### src/rtl/rsq_pkg.sv
// Shared constants for the reset sequencer
package rsq_pkg;
   localparam int          RSQ_PC_W        = 10;
   localparam logic [9:0]  RSQ_START_ADDR  = 10'h000;
   localparam int          RSQ_STAGE_W     = 8;
   localparam logic [7:0]  RSQ_STAGE_MAX   = 8'hFF;
   localparam int          RSQ_WAIT_CYCLES = 256 * 256;
   localparam int          RSQ_SYNC_STAGES = 2;

   typedef enum logic [1:0] {
      RSQ_HELD,
      RSQ_WAIT,
      RSQ_RUN
   } rsq_state_e;
endpackage

### src/rtl/rsq_stage_cnt.sv
// One eight-bit stage of the stabilisation counter
`timescale 1ns/1ps
module rsq_stage_cnt (
   input  wire logic       ref_clk,
   input  wire logic       nrst,
   input  wire logic       clr,
   input  wire logic       inc,
   output logic [7:0]      cnt_ff,
   output logic            wrap
);
   import rsq_pkg::*;

   // Wrap marks the last count of this stage
   assign wrap = inc && (cnt_ff == RSQ_STAGE_MAX);

   // Count up, held at zero while cleared
   always_ff @(posedge ref_clk or negedge nrst) begin
      if (!nrst) begin
         cnt_ff <= 8'h00;
      end else if (clr) begin
         cnt_ff <= 8'h00;
      end else if (inc) begin
         cnt_ff <= cnt_ff + 8'h01;
      end
   end
endmodule // rsq_stage_cnt

### src/rtl/rsq_sequencer.sv
// Reset sequencer with oscillation stabilisation wait
`timescale 1ns/1ps
// Overview of operation
// - Pin reset leaves the clock running; its release runs the timer wait, then fetch starts at 0000H.
// - The wait lasts until the timer has counted 256 x 256 system clocks.
// - Power-on reset runs the same wait and start as a pin reset, and also stops the oscillator.
// - A stack overflow or underflow restarts at 0000H at once, with no wait.
// - The power-on detector holds the device in reset whether or not the clock runs.
// - The oscillator stays stopped while a power-on or power-down reset stands.
// - After power-on reset ends the timer counts clock pulses to the wait value.
// - After power-down reset and the wait, execution starts from the first location.
// - Power-down reset acts only while software has set its enable flag.
// - A detected supply drop holds reset continuously until the supply recovers.
// - On rising from zero volts the power-on reset takes precedence.
module rsq_sequencer (
   input  wire logic                     ref_clk,
   input  wire logic                     nrst,
   input  wire logic                     ext_reset_n,
   input  wire logic                     por_active,
   input  wire logic                     supply_low,
   input  wire logic                     brownout_reset_enable,
   input  wire logic                     stack_fault,
   output logic                          osc_run_ff,
   output logic                          core_reset_ff,
   output logic                          pc_load_ff,
   output logic [rsq_pkg::RSQ_PC_W-1:0]  pc_start_ff,
   output logic                          wait_busy_ff,
   output logic                          brownout_active_ff,
   output logic                          power_reset_ff
);
   import rsq_pkg::*;

   rsq_state_e state_ff;
   rsq_state_e nxt_state;
   logic       bod_hold;
   logic       pwr_rst;
   logic       hold_rst;
   logic       cnt_clr;
   logic       cnt_inc;
   logic [7:0] lo_cnt;
   logic [7:0] hi_cnt;
   logic       lo_wrap;
   logic       hi_wrap;
   logic       wait_done;
   logic       in_wait;
   logic       in_run;
   logic       run_entry;
   logic       stack_kick;
   logic       nxt_osc_run;
   logic       nxt_core_reset;
   logic       nxt_pc_load;
   logic       nxt_wait_busy;
   logic       nxt_brownout_active;
   logic       nxt_power_reset;

   // Brown-out reset acts only when enabled, stays while supply low
   assign bod_hold = brownout_reset_enable && supply_low;
   // Power-on has precedence; either power source counts as a power reset
   assign pwr_rst  = por_active || bod_hold;
   // All holding sources combined
   assign hold_rst = pwr_rst || !ext_reset_n;

   // Wait finishes when the high byte wraps
   assign wait_done = hi_wrap;

   // Decoded state of the sequence
   assign in_wait = (state_ff == RSQ_WAIT);
   assign in_run  = (state_ff == RSQ_RUN);

   // Clean end of the wait into run
   assign run_entry  = in_wait && wait_done && !hold_rst;
   // Stack fault acts only while running and not held
   assign stack_kick = in_run && stack_fault && !hold_rst;

   // Counter held clear while any source holds or outside the wait
   always_comb begin
      cnt_clr = 1'b1;
      if (in_wait && !hold_rst) begin
         cnt_clr = 1'b0;
      end
   end

   // Low byte steps every wait cycle
   assign cnt_inc = !cnt_clr;

   // Low byte of the 256 x 256 timer
   rsq_stage_cnt u_lo (
      .ref_clk (ref_clk),
      .nrst    (nrst),
      .clr     (cnt_clr),
      .inc     (cnt_inc),
      .cnt_ff  (lo_cnt),
      .wrap    (lo_wrap)
   );

   // High byte advances on each low wrap
   rsq_stage_cnt u_hi (
      .ref_clk (ref_clk),
      .nrst    (nrst),
      .clr     (cnt_clr),
      .inc     (lo_wrap),
      .cnt_ff  (hi_cnt),
      .wrap    (hi_wrap)
   );

   // Next state of the sequence
   always_comb begin
      nxt_state = state_ff;
      unique case (state_ff)
         RSQ_HELD: begin
            if (!hold_rst) begin
               nxt_state = RSQ_WAIT;
            end
         end
         RSQ_WAIT: begin
            if (hold_rst) begin
               nxt_state = RSQ_HELD;
            end else if (wait_done) begin
               nxt_state = RSQ_RUN;
            end
         end
         RSQ_RUN: begin
            if (hold_rst) begin
               nxt_state = RSQ_HELD;
            end
         end
         default: begin
            nxt_state = RSQ_HELD;
         end
      endcase
   end

   // State register
   always_ff @(posedge ref_clk or negedge nrst) begin
      if (!nrst) begin
         state_ff <= RSQ_HELD;
      end else begin
         state_ff <= nxt_state;
      end
   end

   // Oscillator stopped while a power reset stands
   always_comb begin
      nxt_osc_run = 1'b1;
      if (pwr_rst) begin
         nxt_osc_run = 1'b0;
      end
   end

   // Core held outside run and for one cycle on a stack restart
   always_comb begin
      nxt_core_reset = 1'b0;
      if (nxt_state != RSQ_RUN) begin
         nxt_core_reset = 1'b1;
      end else if (stack_kick) begin
         nxt_core_reset = 1'b1;
      end
   end

   // Start-address load at the end of the wait or on a stack restart
   always_comb begin
      nxt_pc_load = 1'b0;
      if (run_entry) begin
         nxt_pc_load = 1'b1;
      end else if (stack_kick) begin
         nxt_pc_load = 1'b1;
      end
   end

   // Busy for the whole stabilisation wait
   always_comb begin
      nxt_wait_busy = 1'b0;
      if (nxt_state == RSQ_WAIT) begin
         nxt_wait_busy = 1'b1;
      end
   end

   // Brown-out status yields to power-on
   always_comb begin
      nxt_brownout_active = 1'b0;
      if (bod_hold && !por_active) begin
         nxt_brownout_active = 1'b1;
      end
   end

   // Either power source reports a power reset
   always_comb begin
      nxt_power_reset = 1'b0;
      if (pwr_rst) begin
         nxt_power_reset = 1'b1;
      end
   end

   // Oscillator stopped during power resets
   always_ff @(posedge ref_clk or negedge nrst) begin
      if (!nrst) begin
         osc_run_ff <= 1'b0;
      end else begin
         osc_run_ff <= nxt_osc_run;
      end
   end

   // Core held until run; stack fault gives one reset cycle
   always_ff @(posedge ref_clk or negedge nrst) begin
      if (!nrst) begin
         core_reset_ff <= 1'b1;
      end else begin
         core_reset_ff <= nxt_core_reset;
      end
   end

   // Start-address load pulse at every entry to run
   always_ff @(posedge ref_clk or negedge nrst) begin
      if (!nrst) begin
         pc_load_ff <= 1'b0;
      end else begin
         pc_load_ff <= nxt_pc_load;
      end
   end

   // Start address is fixed at zero
   always_ff @(posedge ref_clk or negedge nrst) begin
      if (!nrst) begin
         pc_start_ff <= RSQ_START_ADDR;
      end else begin
         pc_start_ff <= RSQ_START_ADDR;
      end
   end

   // Wait status
   always_ff @(posedge ref_clk or negedge nrst) begin
      if (!nrst) begin
         wait_busy_ff <= 1'b0;
      end else begin
         wait_busy_ff <= nxt_wait_busy;
      end
   end

   // Brown-out status
   always_ff @(posedge ref_clk or negedge nrst) begin
      if (!nrst) begin
         brownout_active_ff <= 1'b0;
      end else begin
         brownout_active_ff <= nxt_brownout_active;
      end
   end

   // Power reset status
   always_ff @(posedge ref_clk or negedge nrst) begin
      if (!nrst) begin
         power_reset_ff <= 1'b0;
      end else begin
         power_reset_ff <= nxt_power_reset;
      end
   end
endmodule // rsq_sequencer

### config.mk
export PLATFORM = sky130hd
export DESIGN_NAME = rsq_sequencer
export DESIGN_NICKNAME = d
export VERILOG_FILES = /design/src/rtl/rsq_pkg.sv /design/src/rtl/rsq_stage_cnt.sv /design/src/rtl/rsq_sequencer.sv
export SDC_FILE = /design/constraint.sdc
export NUM_CORES = 1
export LEC_CHECK = 0
export ABC_AREA = 1
export BUFFER_PORTS_ARGS = -buffer_cell sky130_fd_sc_hd__buf_2
export CAP_MARGIN = 0
export CORE_ASPECT_RATIO = 0.8
export CORE_UTILIZATION = 50
export CTS_CLUSTER_SIZE = 8
export DETAILED_ROUTE_END_ITERATION = 16
export PLACE_DENSITY = 0.73
export SLEW_MARGIN = 40
export SYNTH_ARGS = -nofsm -noshare
export SYNTH_HDL_FRONTEND = slang
export SYNTH_HIERARCHICAL = 1
export SYNTH_SLANG_ARGS = --single-unit
### constraint.sdc
create_clock -name ref_clk -period 6.2 [get_ports ref_clk]
set_input_delay 1.55 -clock ref_clk [delete_from_list [all_inputs] [get_ports ref_clk]]
set_output_delay 1.55 -clock ref_clk [all_outputs]
set_load 0.005 [all_outputs]
==> run summary, run 1 <==
• status: finished, final reports clean
• Area contributors post-synth: sky130_fd_sc_hd__dfrtp_1, sky130_fd_sc_hd__nand2_1, sky130_fd_sc_hd__nand3_1
• GRT Resource Usage Total: 18.3%
• clock sinks: 24
• combined area of all synthesized cells: 1330 µm²
• top-area cell type share of the netlist area: 43.4%
• Setup Fix Bufs, Post-CTS: 0
• vias in the first global route: 894
• buffer cell driving the clock tree root: sky130_fd_sc_hd__clkbuf_4
• Data arrival, critical path: 3.41 ns
• HPWL Detailed: 1760 µm
• synthesis-stage register bit count: 24
• cell type group with the largest total delay on the critical path: simple AND/OR/NAND/NOR gates
• Avg Inst Size Synth: 8.09 µm²
• maximum number of buffers from clock root to sink: 2
• horizontal die dimension: 59.6 µm
• Detail Route Antenna Nets: 0
• via count: 1048
• via-per-instance ratio: 4.87
• required time at the worst-slack endpoint: 6.46 ns
• worst path buffer plus inverter count: 3
• most frequent standard cell in the layout excluding fill and tap cells: sky130_fd_sc_hd__nand2_1
• cell with the largest stage delay on the worst path: sky130_fd_sc_hd__nor4_2
• die outline height: 48.1 µm
• core box area: 2480 µm²
• number of hold-slack violations in the final timing report: 0
• fraction of layout cells with a size suffix above 1: 19.6%
• Post-Place Cells: 211
• number of distinct library cell variants in the gate-level netlist after synthesis: 20
• slack of the worst reg-to-reg path: 3.92 ns
• final sum of negative setup slack: 0 ns
• Worst-Margin Slew: 0.580 ns
• number of antenna violations at the first check in global routing: 0
• Reg clk slew, reported paths: 0.13 ns
• maximum number of pins on one net before global-route repair: 25
• Worst VDD drop: 110 µV
• PD cells: 199 nW/µm²
• Worst Hold Class: reg2reg
• Resized Gates After CTS: 0
• clock skew after layout: 0.00723 ns
• cells along the critical path: buf_2 > nand2_2 > nand3_4 > nor2_4 > nand2_1 > inv_1 > nand2_1 > nor4_2 > nand2_1 > inv_1 > nand2_1 > nor4_2 > nand3_2 > a21oi_1
• number of H-tree levels: 1
• top library cells by usage in the layout, fill and taps aside: sky130_fd_sc_hd__nand2_1, sky130_fd_sc_hd__dfrtp_1, sky130_fd_sc_hd__inv_1
• I/O pin cnt: 23
• Area Growth Syn to Fin: 8.76%
• sort of element at the start of the critical path: input pin
• largest registers: u_hi/cnt_ff: 8 flops, u_lo/cnt_ff: 8 flops, state_ff: 2 flops
• effective utilization at floorplan: 53.5%
• global-route congestion overflow total: 0
• final routed wirelength across all metal layers: 2320 µm
• drt first pass iters: 5
• count of placed standard cells in the final layout, fillers left out: 215
• Placement Rows: 16
• Final #Nets: 189
• Relative slew margins: 61.0%
• TritonCTS clock tree: yes
• CP peak stage delay: 0.44 ns
• Post-CTS Hold Fix Bufs: 0
• maximum clock frequency: 317 MHz
• Post-route DRC: 0
• number of antenna repair diodes: 0
• gp weighted congestion: 0.822
• clock insertion delay at the later pin of the skew report: 0.32 ns
• number of warnings printed during yosys synthesis: 6
• count of pins over their slew limit: 0
• final routed wire length divided by cell count: 10.8 µm
• Setup Viol. Count Final: 0
• instance count of the mapped netlist: 164
• number of buffers added by the clock tree synthesis step: 3
• violation count after the first detailed-route iteration: 19
• setup repair after global routing missed its margin: no
• number of max-capacitance violations reported: 0
• CP most frequent cell: sky130_fd_sc_hd__nand2_1
• die outline area: 2870 µm²
• static leakage power: 0.682 nW
• number of I/O port buffers: 12
• end-of-flow core utilization: 58.2%
• ratio of final minimum period to clock period: 50.9%
• wire length of the first global-routing pass: 3720 µm
• capturing element type of the critical path: register
• class of the most critical setup path: in2reg
• critical-path maximum fanout: 6
• number of fill cells in the layout: 215
• top cell type by total area after synthesis: sky130_fd_sc_hd__dfrtp_1
• shortest period the worst path allows: 3.16 ns
• sequential element share of the synthesized area: 45.3%
cell families (layout without fill, tap and decap cells):
family	Yosys count	in the layout	share of synthesized area, %
compound gates	16	16	6.03
fa+ha+maj	2	2	1.88
buf+inv	36	42	13.4
flops	24	24	45.3
other cells	1	10	0.282
simple gates	85	85	33.1
where the power goes:
part | total [mW] | internal (mW) | leakage, nW | switching, mW
clock network | 0.113 | 0.0654 | 0.0279 | 0.0475
registers | 0.159 | 0.158 | 0.325 | 0.000723
logic | 0.0152 | 0.00431 | 0.329 | 0.0109
total | 0.287 | 0.228 | 0.682 | 0.0591
worst reg2reg max path: stages (launching register included):
cell                      delay, ns
sky130_fd_sc_hd__dfrtp_1       0.43
sky130_fd_sc_hd__inv_1         0.11
sky130_fd_sc_hd__nand2_1       0.10
sky130_fd_sc_hd__nor2_4        0.19
sky130_fd_sc_hd__nand2_1       0.07
sky130_fd_sc_hd__inv_1         0.07
sky130_fd_sc_hd__nand2_1       0.06
sky130_fd_sc_hd__nor4_2        0.44
sky130_fd_sc_hd__nand2_1       0.11
sky130_fd_sc_hd__inv_1         0.09
sky130_fd_sc_hd__nand2_1       0.06
sky130_fd_sc_hd__nor4_2        0.22
sky130_fd_sc_hd__nand3_2       0.13
sky130_fd_sc_hd__a21oi_1       0.15
synthesized netlist by cell type, drive strengths merged:
cell type	number
nor2	26
nor3	2
nand2	33
dfstp	1
nand3	22
o21ai	4
ha	2
buf	10
dfrtp	23
inv	26
conb	1
a21oi	12
nor4	2
path summary, 6_finish.rpt:
kind | depth (start not counted) | end | start
worst max-delay path | 14 | state_ff[1] | brownout_reset_enable
worst min-delay path | 2 | u_lo/cnt_ff[1] | u_lo/cnt_ff[1]
min in group asynchronous | 1 | u_hi/cnt_ff[6] | nrst
max in group asynchronous | 1 | core_reset_ff | nrst
worst max register to register | 13 | state_ff[1] | state_ff[1]
worst min register to register | 2 | u_lo/cnt_ff[1] | u_lo/cnt_ff[1]
final cells by class:
| type | instances | area (µm²) | area share (%) |
|---|---|---|---|
| flip-flops and latches | 24 | 602 | 41.7 |
| multi-input cells | 113 | 582 | 40.3 |
| inverters | 26 | 103 | 7.11 |
| repair buffers | 12 | 60.1 | 4.16 |
| well taps | 36 | 45.0 | 3.12 |
| clock inverters | 1 | 30.0 | 2.08 |
| clock buffers | 3 | 22.5 | 1.56 |
metal layers:
metal	GRT usage [%]	part of all wire, %	up-vias
li1	-	-	528
met1	23.0	48	483
met2	30.3	47	32
met3	5.68	4.5	5
met4	6.98	1.3	0
met5	0	0	-
metrics by stage:
stage                     power, mW  hold WS [ns]  setup slack (ns)  instance area, µm²
after floorplan               0.174         0.490              3.05                1360
after global placement        0.177         0.514              2.80                1390
after detailed placement      0.177         0.517              2.71                1390
after CTS                     0.290         0.547              3.05                1440
after global routing          0.298         0.588              2.81                1440
final                         0.287         0.548              3.04                1440
Note: power is estimated with default switching activity, not from simulation.
==> inputs of run 2 (changes only) <==
- clock period: 6.2 -> 3.26 ns (I/O delays scaled with it)
==> run summary, run 2 (synthesis gave the netlist of run 1 again) <==
• worst hold slack across all endpoints: 0.459 ns
• drt first pass iters: 4
• class of the most critical setup path: in2reg
• number of I/O port buffers: 12
• number of fill cells in the layout: 228
• maximum number of pins on one net before global-route repair: 25
• number of H-tree levels: 1
• maximum clock frequency: 441 MHz
• end-of-flow core utilization: 58.5%
• Post-CTS Hold Fix Bufs: 0
• register area: 602 µm²
• violation count after the first detailed-route iteration: 20
• Setup Fix Bufs, Post-CTS: 0
• global-route congestion overflow total: 0
• clock skew after layout: 0.00204 ns
• PD cells: 374 nW/µm²
• clock sinks: 24
• Worst VDD drop: 307 µV
• vias in the first global route: 858
• cell with the largest stage delay on the worst path: sky130_fd_sc_hd__nor4_2
• setup repair after global routing missed its margin: no
• Worst Hold Class: in2async
• buffer cell driving the clock tree root: sky130_fd_sc_hd__clkbuf_4
• post-place instance area: 1400 µm²
• capturing element type of the critical path: register
• Final #Nets: 190
• CP peak stage delay: 0.24 ns
• final routed wire length divided by cell count: 10.3 µm
• largest registers: u_hi/cnt_ff: 8 flops, u_lo/cnt_ff: 8 flops, state_ff: 2 flops
• Resized Gates After CTS: 0
• Worst-Margin Slew: 0.524 ns
• slack of the worst reg-to-reg path: 1.16 ns
• wire length of the first global-routing pass: 3650 µm
• die outline area: 2870 µm²
• shortest period the worst path allows: 2.27 ns
• required time at the worst-slack endpoint: 3.50 ns
• clock insertion delay at the later pin of the skew report: 0.31 ns
• final sum of negative setup slack: 0 ns
• number of buffers added by the clock tree synthesis step: 3
• Relative slew margins: 65.1%
• via count: 1036
• final routed wirelength across all metal layers: 2230 µm
• GRT Resource Usage Total: 17.7%
• gp weighted congestion: 0.829
• fraction of layout cells with a size suffix above 1: 20.0%
• core box area: 2480 µm²
• Placement Rows: 16
• count of pins over their slew limit: 0
• cells along the critical path: buf_2 > nand2_2 > nand3_4 > nor2_4 > nand2_1 > inv_1 > nand2_1 > nor4_2 > buf_4 > nand2_1 > inv_1 > nand2_1 > nor4_2 > nand3_2 > a21oi_1
• Post-route DRC: 0
• TritonCTS clock tree: yes
• number of antenna repair diodes: 0
• top library cells by usage in the layout, fill and taps aside: sky130_fd_sc_hd__nand2_1, sky130_fd_sc_hd__dfrtp_1, sky130_fd_sc_hd__inv_1
• critical-path maximum fanout: 6
• CP most frequent cell: sky130_fd_sc_hd__nand2_1
• count of placed standard cells in the final layout, fillers left out: 216
• horizontal die dimension: 59.6 µm
• number of hold-slack violations in the final timing report: 0
• area of the multi-input gates: 582 µm²
• Post-Place Cells: 212
• HPWL Detailed: 1730 µm
• via-per-instance ratio: 4.80
• I/O pin cnt: 23
• Reg clk slew, reported paths: 0.13 ns
• Setup Viol. Count Final: 0
• number of antenna violations at the first check in global routing: 0
• Detail Route Antenna Nets: 0
• Area Growth Syn to Fin: 9.33%
• most frequent standard cell in the layout excluding fill and tap cells: sky130_fd_sc_hd__nand2_1
• status: finished, final reports clean
• Data arrival, critical path: 2.51 ns
• ratio of final minimum period to clock period: 69.6%
• die outline height: 48.1 µm
• Final Instance Area: 1450 µm²
• number of max-capacitance violations reported: 0
• maximum number of buffers from clock root to sink: 2
• static leakage power: 0.687 nW
• sort of element at the start of the critical path: input pin
• effective utilization at floorplan: 53.5%
## run 2: worst max-delay path: cells and delay by family
family,cells,cell delay [ns]
AO/OA/AOI/OAI,1,0.17
buffers and inverters,4,0.39
AND/OR/NAND/NOR,10,1.12
## run 2: final timing paths
| path | from | to | cells past startpoint |
|---|---|---|---|
| max in group asynchronous | nrst | core_reset_ff | 1 |
| min | nrst | u_hi/cnt_ff[5] | 1 |
| min reg2reg | u_lo/cnt_ff[1] | u_lo/cnt_ff[1] | 2 |
| max reg2reg | state_ff[1] | state_ff[1] | 14 |
| min in group ref_clk | u_lo/cnt_ff[1] | u_lo/cnt_ff[1] | 2 |
| max | brownout_reset_enable | state_ff[1] | 15 |
## run 2: per-layer routing
| layer | part of all wire (%) | vias up | GRT usage [%] |
|---|---|---|---|
| met3 | 4.7 | 2 | 5.95 |
| met5 | 0 | - | 0 |
| met1 | 48 | 477 | 21.6 |
| met4 | 0.49 | 0 | 2.79 |
| li1 | - | 533 | - |
| met2 | 47 | 24 | 31.9 |
## run 2: area by class of cell
type                    instances  share of cell area (%)
repair buffers                 13                    4.66
clock buffers                   3                    1.55
well taps                      36                    3.10
inverters                      26                    7.07
multi-input cells             113                    40.1
flip-flops and latches         24                    41.5
clock inverters                 1                    2.07
## run 2: per-stage QoR
| stage | total power, mW | setup WS (ns) |
|---|---|---|
| floorplan | 0.331 | 0.849 |
| global placement | 0.337 | 0.737 |
| detailed placement | 0.338 | 0.642 |
| CTS | 0.549 | 0.979 |
| global route | 0.564 | 0.729 |
| finish | 0.543 | 0.991 |
## run 2: report_power, final
| part | switching (mW) | total [mW] | internal (mW) |
|---|---|---|---|
| logic | 0.0209 | 0.0291 | 0.00821 |
| clock network | 0.0870 | 0.211 | 0.124 |
| registers | 0.00136 | 0.302 | 0.301 |
| total | 0.109 | 0.543 | 0.433 |
==> inputs of run 3 (changes only) <==
- CORE_UTILIZATION: 50 -> 49
- PLACE_DENSITY: 0.73 -> 0.75
- clock period: 3.26 -> 2 ns (I/O delays scaled with it)
==> run summary, run 3 (synthesis gave the netlist of run 1 again) <==
• sort of element at the start of the critical path: register
• number of antenna violations at the first check in global routing: 0
• Detail Route Antenna Nets: 0
• die outline height: 48.6 µm
• violation count after the first detailed-route iteration: 40
• largest registers: u_hi/cnt_ff: 8 flops, u_lo/cnt_ff: 8 flops, state_ff: 2 flops
• number of fill cells in the layout: 220
• HPWL Detailed: 1910 µm
• number of I/O port buffers: 12
• die outline area: 2920 µm²
• maximum number of pins on one net before global-route repair: 25
• Setup Viol. Count Final: 0
• vias in the first global route: 999
• static leakage power: 0.738 nW
• fraction of layout cells with a size suffix above 1: 22.4%
• TritonCTS clock tree: yes
• gp weighted congestion: 0.810
• number of H-tree levels: 1
• clock insertion delay at the later pin of the skew report: 0.32 ns
• cell type group with the largest total delay on the critical path: simple AND/OR/NAND/NOR gates
• worst path buffer plus inverter count: 3
• effective utilization at floorplan: 53.0%
• maximum clock frequency: 567 MHz
• Worst Hold Class: in2async
• post-place instance area: 1420 µm²
• Post-route DRC: 0
• Post-CTS Hold Fix Bufs: 0
• clock sinks: 24
• maximum number of buffers from clock root to sink: 2
• Data arrival, critical path: 2.03 ns
• core box area: 2500 µm²
• wire length of the first global-routing pass: 4380 µm
• class of the most critical setup path: reg2reg
• CP peak stage delay: 0.43 ns
• global-route congestion overflow total: 0
• most frequent standard cell in the layout excluding fill and tap cells: sky130_fd_sc_hd__nand2_1
• Reg clk slew, reported paths: 0.13 ns
• Worst VDD drop: 518 µV
• buffer cell driving the clock tree root: sky130_fd_sc_hd__clkbuf_4
• number of buffers added by the clock tree synthesis step: 3
• drt first pass iters: 6
• overall power: 0.892 mW
• shortest period the worst path allows: 1.76 ns
• top library cells by usage in the layout, fill and taps aside: sky130_fd_sc_hd__nand2_1, sky130_fd_sc_hd__dfrtp_1, sky130_fd_sc_hd__inv_1
• critical-path maximum fanout: 3
• cell with the largest stage delay on the worst path: sky130_fd_sc_hd__dfrtp_1
• Placement Rows: 16
• final routed wire length divided by cell count: 11.7 µm
• required time at the worst-slack endpoint: 2.26 ns
• status: finished, final reports clean
• Worst-Margin Slew: 0.527 ns
• Final #Nets: 193
• PD cells: 597 nW/µm²
• CP most frequent cell: sky130_fd_sc_hd__nand2_1
• number of max-capacitance violations reported: 0
• I/O pin cnt: 23
• final routed wirelength across all metal layers: 2570 µm
• cells along the critical path: inv_2 > nand2_1 > nor2_4 > nand2_1 > inv_1 > nand2_1 > nor4_4 > nand2_1 > inv_1 > nand2_1 > nor4_4 > nand3_2 > nand2_1 > nand3_1
• clock skew after layout: 0.00716 ns
• Area Growth Syn to Fin: 12.5%
• via count: 1110
• GRT Resource Usage Total: 19.8%
• horizontal die dimension: 60.2 µm
• Final Instance Area: 1490 µm²
• ratio of final minimum period to clock period: 88.2%
• number of antenna repair diodes: 0
• slack of the worst reg-to-reg path: 0.24 ns
• capturing element type of the critical path: register
• Relative slew margins: 64.8%
• number of hold-slack violations in the final timing report: 0
• count of pins over their slew limit: 0
• via-per-instance ratio: 5.07
run 3: worst paths after layout:
kind / from / cells after the start / end
max reg2reg: state_ff[1] / 14 / core_reset_ff
max in group asynchronous: nrst / 1 / core_reset_ff
min reg2reg: u_hi/cnt_ff[4] / 2 / u_hi/cnt_ff[4]
min in group ref_clk: por_active / 2 / brownout_active_ff
max: state_ff[1] / 14 / core_reset_ff
min: nrst / 1 / u_hi/cnt_ff[6]
run 3: per-stage QoR:
| step | setup TNS (ns) | setup WS [ns] | cells | util [%] | hold slack, ns |
|---|---|---|---|---|---|
| 2_1_floorplan | -0.00470 | -0.00470 | 173 | - | 0.204 |
| 3_3_place_gp | 0 | 0.0306 | 214 | 56.9 | 0.504 |
| 4_1_cts | 0 | 0.154 | 218 | 59.0 | 0.144 |
| 5_1_grt | -0.00689 | -0.00689 | 219 | 59.7 | 0.168 |
| 3_5_place_dp | -0.0284 | -0.0193 | 214 | 56.9 | 0.508 |
| 6_report | 0 | 0.237 | 219 | 59.7 | 0.137 |
run 3: layout make-up:
type	instances	area, µm²	share of cell area [%]
Timing Repair Buffer	16	90.1	6.03
Clock inverter	1	30.0	2.01
Multi-Input combinational cell	113	602	40.3
Tap cell	36	45.0	3.02
Inverter	26	103	6.87
Sequential cell	24	602	40.3
Clock buffer	3	22.5	1.51
run 3: layer usage:
metal,global-route usage (%),share of wire [%],up-vias
met5,0,0,-
met3,4.81,5.1,10
met1,26.1,44,514
li1,-,-,536
met4,3.49,2.3,0
met2,33.2,48,50
run 3: power by group:
group	leakage [nW]	internal, mW	switching, mW
registers	0.325	0.491	0.00250
clock network	0.0279	0.203	0.146
logic	0.384	0.0151	0.0345
run 3: repair_timing:
| action | CTS | global route |
|---|---|---|
| resized for setup | 0 | 3 |
| setup endpoints to repair | 0 | 5 |
| setup buffers | 0 | 1 |
run 3: worst register-to-register path, stage by stage, from the launching register on:
cell and delay [ns]:
sky130_fd_sc_hd__dfrtp_1 0.43, sky130_fd_sc_hd__inv_2 0.08, sky130_fd_sc_hd__nand2_1 0.08, sky130_fd_sc_hd__nor2_4 0.11
sky130_fd_sc_hd__nand2_1 0.05, sky130_fd_sc_hd__inv_1 0.07, sky130_fd_sc_hd__nand2_1 0.08, sky130_fd_sc_hd__nor4_4 0.15
sky130_fd_sc_hd__nand2_1 0.08, sky130_fd_sc_hd__inv_1 0.07, sky130_fd_sc_hd__nand2_1 0.08, sky130_fd_sc_hd__nor4_4 0.17
sky130_fd_sc_hd__nand3_2 0.12, sky130_fd_sc_hd__nand2_1 0.07, sky130_fd_sc_hd__nand3_1 0.07
